[src/logic/datapath_map.svh]
/*
 Offsets, limits and reset values of the byte move and adjust datapath.
 Included by the datapath modules; definitions only.
*/
`ifndef DATAPATH_MAP_SVH
`define DATAPATH_MAP_SVH

// Access bank: low part maps to bank 0, the rest to the top bank
`define ACCESS_SPLIT 8'h60
`define ACCESS_HIGH_BANK 4'hF
`define ACCESS_LOW_BANK 4'h0
// Highest file address taken as an indexed offset
`define INDEX_LIMIT 8'h5F
// Pointer used as the base of indexed offsets
`define INDEX_POINTER 2'h2
// Decimal adjust constants
`define BCD_NIBBLE_MAX 4'h9
`define BCD_SIX 4'h6
// Reset values and the decrement overflow pattern
`define ACC_RESET 8'h00
`define POINTER_RESET 12'h000
`define OVERFLOW_PATTERN 8'h80

`endif

[src/logic/datapath_pkg.sv]
/*
 Types shared by the byte move and adjust datapath.
 Assumes datapath_map.svh sits on the include path.
*/
package datapath_pkg;
    typedef enum logic [2:0] {
        OP_NONE = 3'b000,
        OP_DECIMAL_ADJUST = 3'b001,
        OP_MOVE_FILE = 3'b010,
        OP_DECREMENT_FILE = 3'b011,
        OP_LOAD_POINTER = 3'b100
    } op_code_type;

    typedef enum logic [0:0] {
        ST_RUN = 1'b0,
        ST_LOAD_LOW = 1'b1
    } dp_state_type;
endpackage

[src/logic/bcd_adjust_unit.sv]
/*
 Combinational decimal correction of a packed BCD sum.
 Assumes the carry and digit carry come from the addition that made the sum.
*/
`include "datapath_map.svh"

module bcd_adjust_unit (
    // Sum from the accumulator and its flags
    input wire logic [7:0] sum,
    input wire logic carry,
    input wire logic digit_carry,
    // Corrected byte and new carry
    output logic [7:0] adjusted,
    output logic adjusted_carry
);
    logic [8:0] low_fixed;
    logic [8:0] high_fixed;

    always_comb begin
        low_fixed = {1'b0, sum};
        if (sum[3:0] > `BCD_NIBBLE_MAX || digit_carry) begin
            low_fixed = low_fixed + {5'h00, `BCD_SIX};
        end
        high_fixed = low_fixed;
        // Carry out of the low fix counts as a high digit above nine
        if (low_fixed[7:4] > `BCD_NIBBLE_MAX || carry || low_fixed[8]) begin
            high_fixed = low_fixed + {1'b0, `BCD_SIX, 4'h0};
        end
        adjusted = high_fixed[7:0];
        adjusted_carry = carry | high_fixed[8];
    end
endmodule

[src/logic/byte_move_adjust_datapath.sv]
/*
 Execution datapath for decimal adjust, move file, decrement file and
 the two word pointer load, with file address formation.
 Assumes a decoder on sys_clk that presents one operation per cycle and a
 data memory with combinational read; writes land one cycle later.
*/
`include "datapath_map.svh"

module byte_move_adjust_datapath
    import datapath_pkg::*;
#(
    parameter int DATA_WIDTH = 8,
    parameter int ADDR_WIDTH = 12,
    parameter int POINTER_COUNT = 3
) (
    // Clock and reset
    input wire logic sys_clk,
    input wire logic sys_rst,
    // Operation from the decoder
    input wire logic op_valid,
    input wire op_code_type op_code,
    input wire logic [7:0] file_addr,
    input wire logic dest_sel,
    input wire logic access_sel,
    input wire logic [1:0] pointer_sel,
    input wire logic [3:0] literal_high,
    input wire logic [7:0] literal_low,
    output logic busy,
    // Core context
    input wire logic extended_set,
    input wire logic [3:0] bank_select_register,
    // Sum loaded by the core adder
    input wire logic sum_valid,
    input wire logic [7:0] sum_data,
    input wire logic sum_carry,
    input wire logic sum_digit_carry,
    // Data memory
    output logic [ADDR_WIDTH-1:0] mem_addr,
    input wire logic [DATA_WIDTH-1:0] mem_rdata,
    output logic mem_we,
    output logic [ADDR_WIDTH-1:0] mem_waddr,
    output logic [DATA_WIDTH-1:0] mem_wdata,
    // Architectural state
    output logic [DATA_WIDTH-1:0] acc,
    output logic carry,
    output logic digit_carry_flag,
    output logic negative,
    output logic overflow,
    output logic zero,
    output logic [POINTER_COUNT*ADDR_WIDTH-1:0] pointers
);
    dp_state_type state;
    logic [ADDR_WIDTH-1:0] pointer_reg [POINTER_COUNT];
    logic [1:0] load_target;
    logic [7:0] adjusted;
    logic adjusted_carry;
    logic [7:0] dec_result;
    logic run_op;
    logic result_valid;
    logic [7:0] result;

    function automatic logic [11:0] file_address(input logic [7:0] f, input logic a,
            input logic ext, input logic [3:0] bank, input logic [11:0] base);
        logic [11:0] addr;
        addr = {bank, f};
        if (!a) begin
            if (ext && f <= `INDEX_LIMIT) begin
                addr = base + {4'h0, f};
            end else if (f < `ACCESS_SPLIT) begin
                addr = {`ACCESS_LOW_BANK, f};
            end else begin
                addr = {`ACCESS_HIGH_BANK, f};
            end
        end
        return addr;
    endfunction

    bcd_adjust_unit adjust_unit (
        .sum(acc),
        .carry(carry),
        .digit_carry(digit_carry_flag),
        .adjusted(adjusted),
        .adjusted_carry(adjusted_carry)
    );

    assign busy = (state == ST_LOAD_LOW);
    // A second pointer word is never decoded as an operation
    assign run_op = op_valid && !busy;
    assign dec_result = mem_rdata - 8'h01;
    assign mem_addr = file_address(file_addr, access_sel, extended_set,
        bank_select_register, pointer_reg[`INDEX_POINTER]);

    for (genvar i = 0; i < POINTER_COUNT; i++) begin : g_ptr
        assign pointers[i*ADDR_WIDTH +: ADDR_WIDTH] = pointer_reg[i];
    end

    always_comb begin
        result_valid = 1'b0;
        result = mem_rdata;
        if (run_op) begin
            case (op_code)
                OP_MOVE_FILE: begin
                    result_valid = 1'b1;
                    result = mem_rdata;
                end
                OP_DECREMENT_FILE: begin
                    result_valid = 1'b1;
                    result = dec_result;
                end
                default: begin
                    result_valid = 1'b0;
                end
            endcase
        end
    end

    always_ff @(posedge sys_clk) begin
        if (sys_rst) begin
            state <= ST_RUN;
            load_target <= 2'h0;
        end else begin
            case (state)
                ST_RUN: begin
                    if (run_op && op_code == OP_LOAD_POINTER) begin
                        state <= ST_LOAD_LOW;
                        load_target <= pointer_sel;
                    end
                end
                ST_LOAD_LOW: begin
                    if (op_valid) begin
                        state <= ST_RUN;
                    end
                end
                default: begin
                    state <= ST_RUN;
                end
            endcase
        end
    end

    always_ff @(posedge sys_clk) begin
        if (sys_rst) begin
            for (int i = 0; i < POINTER_COUNT; i++) begin
                pointer_reg[i] <= `POINTER_RESET;
            end
        end else if (run_op && op_code == OP_LOAD_POINTER) begin
            pointer_reg[pointer_sel][11:8] <= literal_high;
        end else if (busy && op_valid) begin
            pointer_reg[load_target][7:0] <= literal_low;
        end
    end

    always_ff @(posedge sys_clk) begin
        if (sys_rst) begin
            mem_we <= 1'b0;
            mem_waddr <= '0;
            mem_wdata <= '0;
        end else begin
            mem_we <= result_valid && dest_sel;
            mem_waddr <= mem_addr;
            mem_wdata <= result;
        end
    end

    always_ff @(posedge sys_clk) begin
        if (sys_rst) begin
            acc <= `ACC_RESET;
        end else if (result_valid && !dest_sel) begin
            acc <= result;
        end else if (run_op && op_code == OP_DECIMAL_ADJUST) begin
            acc <= adjusted;
        end else if (sum_valid && !run_op) begin
            acc <= sum_data;
        end
    end

    always_ff @(posedge sys_clk) begin
        if (sys_rst) begin
            carry <= 1'b0;
            digit_carry_flag <= 1'b0;
            negative <= 1'b0;
            overflow <= 1'b0;
            zero <= 1'b0;
        end else if (run_op && op_code == OP_DECREMENT_FILE) begin
            carry <= (mem_rdata != 8'h00);
            digit_carry_flag <= (mem_rdata[3:0] != 4'h0);
            negative <= dec_result[7];
            overflow <= (mem_rdata == `OVERFLOW_PATTERN);
            zero <= (dec_result == 8'h00);
        end else if (run_op && op_code == OP_MOVE_FILE) begin
            negative <= mem_rdata[7];
            zero <= (mem_rdata == 8'h00);
        end else if (run_op && op_code == OP_DECIMAL_ADJUST) begin
            carry <= adjusted_carry;
        end else if (sum_valid && !run_op) begin
            carry <= sum_carry;
            digit_carry_flag <= sum_digit_carry;
        end
    end
endmodule

[config.mk]
export PLATFORM = sky130hd
export DESIGN_NAME = byte_move_adjust_datapath
export DESIGN_NICKNAME = d
export VERILOG_FILES = /design/src/logic/datapath_pkg.sv /design/src/logic/bcd_adjust_unit.sv /design/src/logic/byte_move_adjust_datapath.sv
export VERILOG_INCLUDE_DIRS = /design/src /design/src/logic
export SDC_FILE = /design/constraint.sdc
export NUM_CORES = 1
export LEC_CHECK = 0
export BUFFER_PORTS_ARGS = -buffer_cell sky130_fd_sc_hd__buf_2
export CELL_PAD_IN_SITES_DETAIL_PLACEMENT = 1
export CELL_PAD_IN_SITES_GLOBAL_PLACEMENT = 2
export CORE_UTILIZATION = 32
export CTS_CLUSTER_DIAMETER = 50
export DETAILED_ROUTE_END_ITERATION = 8
export GPL_TIMING_DRIVEN = 0
export PLACE_DENSITY = 0.93
export REMOVE_ABC_BUFFERS = 1
export SYNTH_ARGS = -nofsm -noshare
export SYNTH_HDL_FRONTEND = slang
export SYNTH_HIERARCHICAL = 1
export SYNTH_SLANG_ARGS = --single-unit
[constraint.sdc]
create_clock -name sys_clk -period 4.05 [get_ports sys_clk]
set_input_delay 0.2025 -clock sys_clk [delete_from_list [all_inputs] [get_ports sys_clk]]
set_output_delay 0.2025 -clock sys_clk [all_outputs]
set_load 0.005 [all_outputs]
==> out/metrics.yaml <==
status:
  status: "complete, no violations"
cells_and_area:
  n_antenna_cell: 0
  largest_register_ffs: 36
  nFillCells: 1447
  layout.nets: 613
  drive_above_1_share_pct: 30.5
  synthToLayoutAreaGrowth_pct: 27.6
global_route:
  grt_pass1_vias: 3734
  grt_use_met2_pct: 32.9
  grt_use_met3_pct: 4.46
  grt_util_met1_pct: 20.7
  antenna_found_initial: 0
  grt_usage_pct: 18.4
  grt_overflow: 0
  grt_max_degree: 51
  grt_pass1_wl_um: 18300
  busiest_layer: "met2"
pwr:
  finalPower_uw: 1910
  p_switching_uw: 486
  comb_power_share_pct: 14.2
  p_seq_share_pct: 43.9
  cellLeakagePower_uw: 0.00222
  vdd.ir_drop.worst_mv: 0.212
  switching_share_pct: 25.5
  p_int_uw: 1420
  power_density_nw_per_um2: 375
  power_frac_clock_pct: 41.9
yosys:
  ys_warn_count: 6
  syn_area_per_cell_um2: 9.56
  async_flop_share_pct: 0
  ys_seq_elements: 73
  synth_cells: 417
  ys_seq_area_share_pct: 45.7
  synth-edff-count: 36
  netlist_area_um2: 3990
  yosysUniqueCellTypes: 62
  synthFlopType: "dfxtp_1"
route:
  viasPerCell: 5.09
  drt_pass1_iterations: 4
  vias: 3656
  wl_um: 11700
  route.detailed.drc: 0
  ant_nets: 0
  drtIter0Drc: 130
  routedWlPerCell_um: 16.2
setup_path:
  crit_chain: "ha_1 > inv_1 > fa_1 > nand2b_1 > a21oi_1 > nor3b_1 > or4_1 > nand3_1 > buf_2"
  critPathMaxStageDelay_ps: 550
  worst_ep_required_time_ps: 3850
  cp_max_fo: 3
  cp-end-kind: "output pin"
  cp_slowest_cell: "or4_1"
  path_class: "flip-flop to output pin"
  startpoint_type: "flip-flop"
  critPathArrivalTime_ps: 2720
timing:
  fin_skew_ps: 5.82
  maxSlewViolCount: 0
  fin_crit_sh_pct: 72.1
  grt_setup_unrepaired: "no"
  finalHoldViolCount: 0
  tns_ps: 0
  setup_viol: 0
  relSlewSlack_pct: 37.9
  worst_pin_slew_ps: 931
  fmax_ghz: 0.342
  fin_crit_ps: 2920
cts:
  cts.reportedPaths.clkPinSlew_ps: 60
  holdBufCountCts: 0
  htreeDepth: 3
  clock_latency_ps: 340
  cts_sinks: 73
  cts_root_buffer: "clkbuf_16"
  postCtsSetupBuffers: 0
  cts_tree: "yes"
  cts_resized: 0
  cts_buffer_depth: 2
  cts_inserted_buffers: 9
placed_design:
  port_buffers: 136
  gp_congestion: 0.825
  hpwl_um: 9010
floorplan:
  dieArea_um2: 12900
  io_pins: 137
  initial_core_util_pct: 33.1
  die_width_um: 114
  die_h_um: 114
  core_um2: 12100
  rows: 40
min_path:
  hp-class: "input pin to flip-flop"
run:
  cap_violations: 0
power groups by stage:
stage	clock [µW]	combinational (µW)	sequential [µW]
2_1_floorplan	0	140	852
3_3_place_gp	0	262	853
3_5_place_dp	0	271	854
4_1_cts	816	273	839
5_1_grt	839	301	844
6_report	799	271	838
worst paths after layout:
path                      from          endpoint  slack [ps]  cells after the start
min            sum_digit_carry  digit_carry_flag         140                      3
max          pointer_reg[2][0]       mem_addr[8]        1130                      9
max reg2reg  pointer_reg[2][0]      mem_waddr[8]        1650                      8
min reg2reg               zero              zero         510                      2
critical path, delay by kind of cell, from the launching register on:
family | cells | cell delay, ps
AND/OR/NAND/NOR | 4 | 1000
adder cells (fa/ha/maj) | 2 | 620
buffers and inverters | 2 | 190
flip-flops | 1 | 370
AO/OA/AOI/OAI | 1 | 210
layout make-up:
class | instances | area, µm² | share of cell area (%)
Multi-Input combinational cell | 315 | 2040 | 40.1
Timing Repair Buffer | 136 | 681 | 13.4
Clock inverter | 5 | 55.1 | 1.08
Sequential cell | 73 | 1820 | 35.8
Clock buffer | 11 | 243 | 4.77
Tap cell | 168 | 210 | 4.13
Inverter | 10 | 37.5 | 0.738
routing by layer:
metal | wire length [µm] | vias to the layer above
li1 | - | 1755
met1 | 4990 | 1752
met2 | 5710 | 127
met3 | 698 | 22
met4 | 253 | 0
met5 | 0 | -
cell usage in the layout, fill, tap and decap left out, types with 3 or more instances in the layout:
cell type and n:
nor3b_1 3, or3_1 3, o2bb2ai_1 3, nand3_1 16, a31oi_1 9, edfxtp_1 36
xnor2_1 10, o21ai_0 16, a22oi_1 4, nor4_1 3, mux2i_1 5, o21ai_1 7
nor2b_1 6, nand2b_1 12, nor3_1 6, nand3b_1 4, nand4_1 4, or2_2 4
xor2_1 10, nor2_1 45, dfxtp_1 37, inv_1 10, a21o_1 7, buf_2 136
and3_1 3, and2_1 27, o211ai_1 4, a211oi_1 5, nor3_2 4, nand2_1 30
ha_1 13, clkbuf_16 9, a21oi_1 17
cells in the mapped netlist, types with 3 or more instances:
cell,count,area share [%]
xor2_1,10,2.2
a21oi_1,17,2.1
a21o_1,7,1.3
or3_1,3,0.47
o21ai_1,7,0.88
nor4_1,3,0.47
mux2i_1,5,1.3
o21ai_0,16,2.0
o211ai_1,4,0.75
nand3b_1,4,0.75
inv_1,10,0.94
edfxtp_1,36,27
a22oi_1,4,0.75
nand3_1,16,2.0
dfxtp_1,37,19
a31oi_1,9,1.4
and2_1,27,4.2
nand2b_1,12,1.9
o2bb2ai_1,3,0.66
nand2_1,30,2.8
buf_2,4,0.50
nor3_2,4,1.0
xnor2_1,10,2.2
nor2b_1,6,0.94
nand4_1,4,0.63
nor3b_1,3,0.56
and3_1,3,0.47
a211oi_1,5,0.94
nor2_1,45,4.2
buf_4,3,0.56
or2_2,4,0.63
nor3_1,6,0.75
ha_1,13,4.1
clkbuf_1,11,1.0
metrics by stage:
stage | hold WS, ps | setup slack, ps | std cells | cell area, µm² | util (%)
floorplan | 272 | 1880 | 398 | 3900 | -
global placement | 473 | 1550 | 702 | 4790 | 39.7
detailed placement | 490 | 1510 | 702 | 4790 | 39.7
CTS | 129 | 1100 | 718 | 5090 | 42.2
global route | 137 | 987 | 718 | 5090 | 42.2
finish | 140 | 1130 | 718 | 5090 | 42.2
logic make-up (layout without fill, tap and decap cells):
| group | after synthesis | count (layout) | share of synthesized area [%] |
|---|---|---|---|
| flip-flops | 73 | 73 | 45.7 |
| XOR/XNOR | 20 | 20 | 4.39 |
| multiplexers | 6 | 6 | 1.54 |
| adder cells (fa/ha/maj) | 14 | 14 | 4.58 |
| buffers and inverters | 29 | 162 | 3.14 |
| AND/OR/NAND/NOR | 186 | 186 | 26.0 |
| AO/OA/AOI/OAI | 89 | 89 | 14.6 |
Power figures use the tool's default switching activity.
